===== src/shared/flash_host_pkg.sv =====
// Constants, register map and types for the flash bus controller.
// Assumes a 100 MHz clock and an x16 flash with a 19-bit word address.
// Rules from the document
// [RL1] In identification mode the flash drives the selected code on the low data byte.
// [RL2] Hold the identification voltage on the address pin throughout a strapped read.
// [RL3] Strapped read: bit six low, bits one and zero select the code.
// [RL4] Protection query: sector on high address bits; answer 01h protected, 00h unprotected.
// [RL5] Codes are also readable in-system after the command, without elevated voltage.
// [RL6] A protected sector refuses program and erase; unprotecting allows both again.
// [RL7] Software protects every unprotected sector before the first unprotect write.
// [RL8] All sectors leave the factory unprotected.
// [RL9] Strobe pulses under 5 ns must not start a write cycle.
// [RL10] Write only with chip-select and write strobe low and output-enable high.
// [RL11] Strobes low at power-up: the first write-strobe rise is no command.
// [RL12] After power-up the flash reads its array with no command.
// [RL13] Elevated level on the reset pin treats protected sectors as unprotected.
// [RL14] Removing that level protects the formerly protected sectors again.
// [RL15] A wrong value or sequence returns the flash to reading the array.
// [RL16] The flash takes the address at the later falling strobe edge.
// [RL17] The flash takes the data at the earlier rising strobe edge.
// [RL18] A finished program or erase returns the flash to reading the array; the model keeps its earlier reading mode, identification included.
// [RL19] Under erase suspend, suspended sectors read status, others read array.
// [RL20] A program under erase suspend returns to that same suspended reading.
// [RL21] After the timeout flag or identification, only the reset command restores array reads; the model also leaves identification on any out-of-sequence write.
// [RL22] Command identification: low address 00h maker, 01h part, 03h continuation.
// [RL23] A low reset pulse aborts, floats outputs and returns to array reads.
// [RL24] Upper data byte reads zero for codes that define none.
package flash_host_pkg;
  localparam int CLK_NS      = 10;
  localparam int T_GLITCH_NS = 5;
  localparam int T_WP_NS     = 30;
  localparam int T_ACC_NS    = 100;
  localparam int T_RP_NS     = 500;
  localparam int T_RH_NS     = 50;
  // Least times round up to whole cycles
  localparam int WP_CYC  = (T_WP_NS + CLK_NS - 1) / CLK_NS;
  localparam int ACC_CYC = (T_ACC_NS + CLK_NS - 1) / CLK_NS;
  localparam int RP_CYC  = (T_RP_NS + CLK_NS - 1) / CLK_NS;
  localparam int RH_CYC  = (T_RH_NS + CLK_NS - 1) / CLK_NS;

  localparam int CNT_W  = 8;
  localparam int ADDR_W = 19;
  localparam int DATA_W = 16;
  localparam logic [CNT_W-1:0] WP_LOAD  = CNT_W'(WP_CYC - 1);
  localparam logic [CNT_W-1:0] ACC_LOAD = CNT_W'(ACC_CYC - 1);
  localparam logic [CNT_W-1:0] RP_LOAD  = CNT_W'(RP_CYC - 1);
  localparam logic [CNT_W-1:0] RH_LOAD  = CNT_W'(RH_CYC - 1);
  localparam logic [CNT_W-1:0] CNT_MAX  = 8'hff;

  // Register byte offsets
  localparam logic [7:0] REG_CTRL   = 8'h00;
  localparam logic [7:0] REG_ADDR   = 8'h04;
  localparam logic [7:0] REG_WDATA  = 8'h08;
  localparam logic [7:0] REG_CMD    = 8'h0c;
  localparam logic [7:0] REG_STATUS = 8'h10;
  localparam logic [7:0] REG_RDATA  = 8'h14;

  // Field positions and the control register reset value
  localparam int CTRL_ID_VID  = 0;
  localparam int CTRL_RST_VID = 1;
  localparam int CMD_OP_LSB   = 0;
  localparam int CMD_SEL_LSB  = 4;
  localparam int STAT_BUSY    = 0;
  localparam int STAT_REFUSED = 1;
  localparam int SECT_LSB     = 12;
  localparam int CODE_BIT_SIX = 6;
  localparam logic [1:0] CTRL_RESET = 2'h0;

  typedef enum logic [1:0] {OP_READ, OP_WRITE, OP_ID_READ, OP_RESET} op_e;
  typedef enum logic [2:0] {ST_IDLE, ST_WR_SETUP, ST_WR_PULSE, ST_WR_HOLD,
                            ST_RD_WAIT, ST_RST_PULSE, ST_RST_RECOVER} state_e;
endpackage


===== src/rtl/flash_host_ctl.sv =====
// Flash bus controller: AHB-Lite register slave that runs single flash
// read, write, identification and reset-pulse cycles on the flash pins.
// Assumes flash inputs synchronous to clk and an external pad for the data bus.
`timescale 1ns/1ps
module flash_host_ctl (
  // Clock and reset
  input  wire logic                                clk,
  input  wire logic                                rst_b,
  // AHB-Lite slave
  input  wire logic                                hsel,
  input  wire logic [31:0]                         haddr,
  input  wire logic [1:0]                          htrans,
  input  wire logic                                hwrite,
  input  wire logic [2:0]                          hsize,
  input  wire logic [31:0]                         hwdata,
  input  wire logic                                hready,
  output logic      [31:0]                         hrdata,
  output logic                                     hreadyout,
  output logic                                     hresp,
  // Flash pins
  output logic      [flash_host_pkg::ADDR_W-1:0]   flash_addr,
  output logic      [flash_host_pkg::DATA_W-1:0]   dq_out,
  output logic                                     dq_oe,
  input  wire logic [flash_host_pkg::DATA_W-1:0]   dq_in,
  output logic                                     ce_b,
  output logic                                     oe_b,
  output logic                                     we_b,
  output logic                                     flash_reset_b,
  output logic                                     reset_vid_en,
  output logic                                     id_vid_en
);
  import flash_host_pkg::*;

  state_e              state, next_state;
  op_e                 op, next_op;
  logic [CNT_W-1:0]    cnt, next_cnt;
  logic [1:0]          ctrl, next_ctrl;
  logic [1:0]          sel, next_sel;
  logic [ADDR_W-1:0]   addr_reg, next_addr_reg;
  logic [DATA_W-1:0]   wdata, next_wdata;
  logic [DATA_W-1:0]   rdata, next_rdata;
  logic                refused, next_refused;
  logic                wr_pend, next_wr_pend;
  logic [7:0]          wr_off, next_wr_off;
  logic [31:0]         next_hrdata;
  logic [ADDR_W-1:0]   next_flash_addr;
  logic [DATA_W-1:0]   next_dq_out;
  logic                next_dq_oe, next_ce_b, next_oe_b, next_we_b;
  logic                next_flash_reset_b, next_reset_vid_en, next_id_vid_en;
  logic [CNT_W-1:0]    rst_low_len, next_rst_low_len;
  logic                ap, start, set_refused, busy, wr_state;

  function automatic logic [31:0] read_reg(input logic [7:0] off, input logic [1:0] c,
                                           input logic [ADDR_W-1:0] a, input logic [DATA_W-1:0] w,
                                           input op_e o, input logic [1:0] s, input logic b,
                                           input logic r, input logic [DATA_W-1:0] d);
    logic [31:0] v;
    v = 32'h0000_0000;
    case (off)
      REG_CTRL:   v[1:0] = c;
      REG_ADDR:   v[ADDR_W-1:0] = a;
      REG_WDATA:  v[DATA_W-1:0] = w;
      REG_CMD:    v = {26'h0, s, 2'h0, o};
      REG_STATUS: v = {30'h0, r, b};
      REG_RDATA:  v[DATA_W-1:0] = d;
      default:    v = 32'h0000_0000;
    endcase
    return v;
  endfunction

  assign busy = (state != ST_IDLE);

  always_comb begin
    next_state       = state;
    next_op          = op;
    next_cnt         = cnt;
    next_ctrl        = ctrl;
    next_sel         = sel;
    next_addr_reg    = addr_reg;
    next_wdata       = wdata;
    next_rdata       = rdata;
    next_refused     = refused;
    next_hrdata      = hrdata;
    next_flash_addr  = flash_addr;
    next_dq_out      = dq_out;
    start            = 1'b0;
    set_refused      = 1'b0;
    ap               = hsel && hready && htrans[1];
    next_wr_pend     = ap && hwrite;
    next_wr_off      = ap ? haddr[7:0] : wr_off;
    if (ap && !hwrite) begin
      next_hrdata = read_reg(haddr[7:0], ctrl, addr_reg, wdata, op, sel, busy, refused, rdata);
    end
    if (wr_pend) begin
      case (wr_off)
        REG_CTRL:   next_ctrl = hwdata[1:0];
        REG_ADDR:   next_addr_reg = hwdata[ADDR_W-1:0];
        REG_WDATA:  next_wdata = hwdata[DATA_W-1:0];
        REG_CMD: begin
          // A command while busy is dropped, never queued
          if (!busy) begin
            start    = 1'b1;
            next_op  = op_e'(hwdata[CMD_OP_LSB +: 2]);
            next_sel = hwdata[CMD_SEL_LSB +: 2];
          end else begin
            set_refused = 1'b1;
          end
        end
        REG_STATUS: begin
          if (hwdata[STAT_REFUSED]) begin
            next_refused = 1'b0;
          end
        end
        default: ;
      endcase
    end
    // Set after clear so a refusal in the clearing cycle survives
    if (set_refused) begin
      next_refused = 1'b1;
    end

    case (state)
      ST_IDLE: begin
        if (start) begin
          case (next_op)
            OP_READ: begin
              next_state      = ST_RD_WAIT;
              next_cnt        = ACC_LOAD;
              next_flash_addr = addr_reg;
            end
            OP_ID_READ: begin
              next_state      = ST_RD_WAIT;
              next_cnt        = ACC_LOAD;
              // Sector on the high bits, bit six low, code in bits one and zero  see [RL3] see [RL4]
              next_flash_addr = {addr_reg[ADDR_W-1:SECT_LSB], addr_reg[SECT_LSB-1:CODE_BIT_SIX+1],
                                 1'b0, addr_reg[CODE_BIT_SIX-1:2], next_sel};
            end
            OP_WRITE: begin
              // Address settles a cycle before the strobe falls  see [RL16]
              next_state      = ST_WR_SETUP;
              next_flash_addr = addr_reg;
              next_dq_out     = wdata;
            end
            OP_RESET: begin
              next_state = ST_RST_PULSE;
              next_cnt   = RP_LOAD;
            end
            default: next_state = ST_IDLE;
          endcase
        end
      end
      ST_WR_SETUP: begin
        next_state = ST_WR_PULSE;
        next_cnt   = WP_LOAD;
      end
      ST_WR_PULSE: begin
        // Pulse of whole cycles, well above the glitch filter  see [RL9]
        if (cnt == '0) begin
          next_state = ST_WR_HOLD;
        end else begin
          next_cnt = cnt - 1'b1;
        end
      end
      ST_WR_HOLD: next_state = ST_IDLE;
      ST_RD_WAIT: begin
        if (cnt == '0) begin
          // Full word kept; identification codes arrive on the low byte  see [RL1] see [RL24]
          next_rdata = dq_in;
          next_state = ST_IDLE;
        end else begin
          next_cnt = cnt - 1'b1;
        end
      end
      ST_RST_PULSE: begin
        // Held low for the least pulse, then the recovery time  see [RL23]
        if (cnt == '0) begin
          next_state = ST_RST_RECOVER;
          next_cnt   = RH_LOAD;
        end else begin
          next_cnt = cnt - 1'b1;
        end
      end
      ST_RST_RECOVER: begin
        if (cnt == '0) begin
          next_state = ST_IDLE;
        end else begin
          next_cnt = cnt - 1'b1;
        end
      end
      default: next_state = ST_IDLE;
    endcase

    wr_state           = (next_state == ST_WR_SETUP) || (next_state == ST_WR_PULSE) ||
                         (next_state == ST_WR_HOLD);
    // Write strobe low only inside chip-select, with output-enable high  see [RL10]
    next_ce_b          = !(wr_state || (next_state == ST_RD_WAIT));
    next_oe_b          = (next_state != ST_RD_WAIT);
    next_we_b          = (next_state != ST_WR_PULSE);
    // Data held through the rising strobe and one cycle after  see [RL17]
    next_dq_oe         = wr_state;
    next_flash_reset_b = (next_state != ST_RST_PULSE);
    // Temporary unprotect level; software runs the protect-all step first  see [RL13] see [RL14] see [RL7]
    next_reset_vid_en  = next_ctrl[CTRL_RST_VID] && (next_state != ST_RST_PULSE);
    // Strapped identification level spans the whole read  see [RL2]
    next_id_vid_en     = next_ctrl[CTRL_ID_VID] || ((next_state == ST_RD_WAIT) && (next_op == OP_ID_READ));
    next_rst_low_len   = flash_reset_b ? '0 : ((rst_low_len == CNT_MAX) ? CNT_MAX : rst_low_len + 1'b1);
  end

  // Strobes come out of reset high, so no spurious first rise  see [RL11] see [RL12]
  always_ff @(posedge clk or negedge rst_b) begin
    if (!rst_b) begin
      state         <= ST_IDLE;
      op            <= OP_READ;
      cnt           <= '0;
      ctrl          <= CTRL_RESET;
      sel           <= 2'h0;
      addr_reg      <= '0;
      wdata         <= '0;
      rdata         <= '0;
      refused       <= 1'b0;
      wr_pend       <= 1'b0;
      wr_off        <= 8'h00;
      hrdata        <= 32'h0000_0000;
      hreadyout     <= 1'b1;
      hresp         <= 1'b0;
      flash_addr    <= '0;
      dq_out        <= '0;
      dq_oe         <= 1'b0;
      ce_b          <= 1'b1;
      oe_b          <= 1'b1;
      we_b          <= 1'b1;
      flash_reset_b <= 1'b1;
      reset_vid_en  <= 1'b0;
      id_vid_en     <= 1'b0;
      rst_low_len   <= '0;
    end else begin
      state         <= next_state;
      op            <= next_op;
      cnt           <= next_cnt;
      ctrl          <= next_ctrl;
      sel           <= next_sel;
      addr_reg      <= next_addr_reg;
      wdata         <= next_wdata;
      rdata         <= next_rdata;
      refused       <= next_refused;
      wr_pend       <= next_wr_pend;
      wr_off        <= next_wr_off;
      hrdata        <= next_hrdata;
      hreadyout     <= 1'b1;
      hresp         <= 1'b0;
      flash_addr    <= next_flash_addr;
      dq_out        <= next_dq_out;
      dq_oe         <= next_dq_oe;
      ce_b          <= next_ce_b;
      oe_b          <= next_oe_b;
      we_b          <= next_we_b;
      flash_reset_b <= next_flash_reset_b;
      reset_vid_en  <= next_reset_vid_en;
      id_vid_en     <= next_id_vid_en;
      rst_low_len   <= next_rst_low_len;
    end
  end
endmodule


===== config.mk =====
export PLATFORM = sky130hd
export DESIGN_NAME = flash_host_ctl
export DESIGN_NICKNAME = d
export VERILOG_FILES = /design/src/shared/flash_host_pkg.sv /design/src/rtl/flash_host_ctl.sv
export SDC_FILE = /design/constraint.sdc
export NUM_CORES = 1
export LEC_CHECK = 0
export BUFFER_PORTS_ARGS = -buffer_cell sky130_fd_sc_hd__buf_2
export CORE_ASPECT_RATIO = 1.1
export CORE_MARGIN = 3
export CORE_UTILIZATION = 38
export DETAILED_ROUTE_END_ITERATION = 8
export GPL_TIMING_DRIVEN = 0
export HOLD_SLACK_MARGIN = 0.12
export SETUP_SLACK_MARGIN = 0.05
export SLEW_MARGIN = 10
export SYNTH_ARGS = -nofsm -noshare
export SYNTH_HDL_FRONTEND = slang
export SYNTH_SLANG_ARGS = --single-unit

===== constraint.sdc =====
create_clock -name clk -period 2.4 [get_ports clk]
set_input_delay 0.72 -clock clk [delete_from_list [all_inputs] [get_ports clk]]
set_output_delay 0.72 -clock clk [all_outputs]
set_load 0.1 [all_outputs]

==> flow_metrics.tcl <==
set metrics [dict create \
    outcome "completed" \
    p_sw_share_pct 31.4 \
    port_buffers 106 \
    utilization_pct 49.9 \
    synth_edf_count 0 \
    synth.yosys.warnings 0 \
    top_level_ports 166 \
    seqPwrFrac_pct 39.0 \
    maximum_clock_path_buffer_count 2 \
    data_required_critical_path_ps 2700 \
    min_path_type "input port to async pin" \
    synthDominantCellAreaShare_pct 54.5 \
    via_count 4465 \
    worstSetupStartpointType "flop" \
    synth_top_flop_cell "sky130_fd_sc_hd__dfrtp_1" \
    m1WireLength_mm 6.91 \
    crit_path_cell_trace "or4b_4, or4_4, or2_1, buf_6, clkbuf_16, mux2_4" \
    cts-buffers-inserted 17 \
    p_clk_share_pct 39.5 \
    antenna_found_initial 0 \
    gp_congestion 0.862 \
    worst_path_arrival_time_ps 2640 \
    rsz0062_at_grt "yes" \
    post-route-period-util_pct 97.4 \
    yosys.cell_types.count 54 \
    area.sequential_um2 3480 \
    hold_buffers 0 \
    core_area_um2 15900 \
    first_iter_violations 353 \
    final.min_clock_period_ps 2340 \
    n_fill_cell 1443 \
    detailedRoute.firstPassIterationCount 4 \
    area_used_by_multi_input_combinational_logic_um2 2580 \
    comb_power_share_pct 21.5 \
    netSwitchingPower_mw 2.19 \
    grt_usage_pct 18.0 \
    endpoint_kind "flop" \
    final_max_slew_viol_count 0 \
    crit_path_kind "flop to flop" \
    routed.top_layer "met4" \
    tightest_slew_ps 672 \
    grt_max_degree 89 \
    slew-limit-headroom_pct 54.7 \
    first_pass_grt_wire_length_mm 25.2 \
    p_per_area_nw_per_um2 883 \
    timing.max_cap.violations 0 \
    timing_hold_violations_final 0 \
    syn_to_final_growth_pct 27.6 \
    setup_tns_ps 0 \
    synth_seq_cells 139 \
    insertedDiodeCount 0 \
    finalWirelength_mm 15.7 \
    cts_num_sinks 139 \
    clkSlewWorstSetupHoldPaths_ps 60 \
    die_height_um 140 \
    detailedPlacementHpwl_mm 11.2 \
    cts-htree-levels 4 \
    drive_above_1_share_pct 44.2 \
    netlist_area_pre_place_um2 6200 \
    number_of_global_route_vias_before_repair 4695 \
    timing.critical_path.slowest_cell_delay_ps 570 \
    initial_utilization_pct 39.1 \
    routed-wl-met3_um 781 \
    route.antenna.remaining_nets 0 \
    via_density 5.15 \
    cts_tree "yes" \
    critical_path.slowest_cell "sky130_fd_sc_hd__or4b_4" \
    post-synth-top-area-cell "sky130_fd_sc_hd__dfrtp_1" \
    power.internal_mw 4.79 \
    top_achievable_clock_speed_mhz 428 \
    met2_length_mm 7.69 \
    critical_path_peak_fanout 5 \
    clk_lat_worst_skew_ps 420 \
    cts-root-buf "sky130_fd_sc_hd__clkbuf_16" \
    ys_top_cells_by_area "sky130_fd_sc_hd__dfrtp_1 (54%), sky130_fd_sc_hd__mux2_2 (15%), sky130_fd_sc_hd__o21ai_0 (2.7%)" \
    setup_viol_count_final 0 \
    async_set_or_reset_register_ratio_after_synthesis_pct 100 \
    layout.nets 745 \
    post_synth_most_frequent_cells "sky130_fd_sc_hd__dfrtp_1 (135), sky130_fd_sc_hd__mux2_2 (84), sky130_fd_sc_hd__nand2_1 (43)" \
    chip_width_um 128 \
    leading_cell_type_by_number_of_instances_after_synthesis "sky130_fd_sc_hd__dfrtp_1" \
    syn_inst 502 \
    floorplan.rows 48 \
    drc 0 \
    die_area_um2 17900 \
    worst_clock_skew_ps 7.84 \
    gr-total-overflow 0 \
    drt-wirelength-per-cell_um 18.2 \
    cellLeakagePower_nw 3.87 \
    seq_area_frac_synth_pct 56.2 \
    post_synth.cell_area_avg_um2 12.4 \
    vdd_ir_drop_max_uv 524 \
]
power groups by stage:
stage	Combinational [mW]	Clock [mW]	Sequential, mW
after floorplan	0.775	0	3.00
after global placement	1.32	0	2.74
after detailed placement	1.36	0	2.75
after CTS	1.42	2.82	2.72
after global routing	1.64	2.92	2.75
final	1.50	2.76	2.72
timing repair:
action                     CTS  global route
cloned                       0             1
setup endpoints to repair   68            78
pin swaps                    2             3
buffers inserted             7             8
gates resized for setup     17             8
stage by stage:
stage | setup slack [ps] | std cells | cell area (µm²) | total power, mW | hold WS, ps
after floorplan | -56.1 | 515 | 6270 | 3.77 | 424
after global placement | -1280 | 821 | 7050 | 4.06 | 447
after detailed placement | -549 | 822 | 7080 | 4.12 | 459
after CTS | -117 | 860 | 7830 | 6.96 | 251
after global routing | 31.6 | 867 | 7910 | 7.30 | 280
final | 61.7 | 867 | 7910 | 6.98 | 254
critical path, delay by kind of cell, from the launching register on:
family	cells	cell delay, ps
AND/OR/NAND/NOR	3	1250
flip-flops	1	370
buffers and inverters	2	310
multiplexers	1	290
layer usage:
metal  up-vias  GRT usage, %
li1       2092             -
met1      2241          23.3
met2       107          28.7
met3        25          5.15
met4         0          6.93
met5         -             0
final timing paths:
kind | slack [ps] | cells past startpoint | endpoint | start
max reg2reg | 60 | 6 | dq_out[13]$_DFFE_PN0P_ | wr_off[5]$_DFFE_PN0P_
max in group asynchronous | 1360 | 2 | oe_b$_DFF_PN1_ | rst_b
min reg2reg | 470 | 2 | sel[1]$_DFF_PN0_ | sel[1]$_DFF_PN0_
min | 250 | 1 | cnt[4]$_DFFE_PN0P_ | rst_b
max | 60 | 6 | dq_out[13]$_DFFE_PN0P_ | wr_off[5]$_DFFE_PN0P_
min in group clk | 470 | 2 | sel[1]$_DFF_PN0_ | sel[1]$_DFF_PN0_
cell usage in the layout, fill, tap and decap left out, types with 5 or more instances in the layout:
cell type and n:
sky130_fd_sc_hd__clkbuf_1 14, sky130_fd_sc_hd__mux2_2 84, sky130_fd_sc_hd__dfrtp_1 135, sky130_fd_sc_hd__nor3_1 5, sky130_fd_sc_hd__o21ai_0 33, sky130_fd_sc_hd__buf_4 30
sky130_fd_sc_hd__nor2_1 17, sky130_fd_sc_hd__mux2_4 10, sky130_fd_sc_hd__buf_2 106, sky130_fd_sc_hd__nand2_1 42, sky130_fd_sc_hd__conb_1 15, sky130_fd_sc_hd__nand3_1 7
sky130_fd_sc_hd__clkbuf_16 18, sky130_fd_sc_hd__a21oi_1 13, sky130_fd_sc_hd__nand2b_1 8, sky130_fd_sc_hd__inv_1 9, sky130_fd_sc_hd__a22o_1 18, sky130_fd_sc_hd__a22oi_1 15
cell type report:
cell class	count	area share (%)
sequential	139	44.0
clock buffer	18	5.42
timing repair buffer	123	8.87
buffer	38	3.04
tap	200	3.16
multi-input combinational	326	32.6
inverter	9	0.427
clock inverter	14	2.47
cell families after synthesis:
kind of cell             after synthesis  share of synthesized area [%]
flip-flops                           139                           56.2
AND/OR/NAND/NOR                      109                           8.94
multiplexers                         100                           19.0
AO/OA/AOI/OAI                         99                           10.7
buffers and inverters                 50                           4.58
other                                  2                          0.121
XOR/XNOR                               2                          0.283
adder cells (fa/ha/maj)                1                          0.202
(Power assumes the default switching activity.)
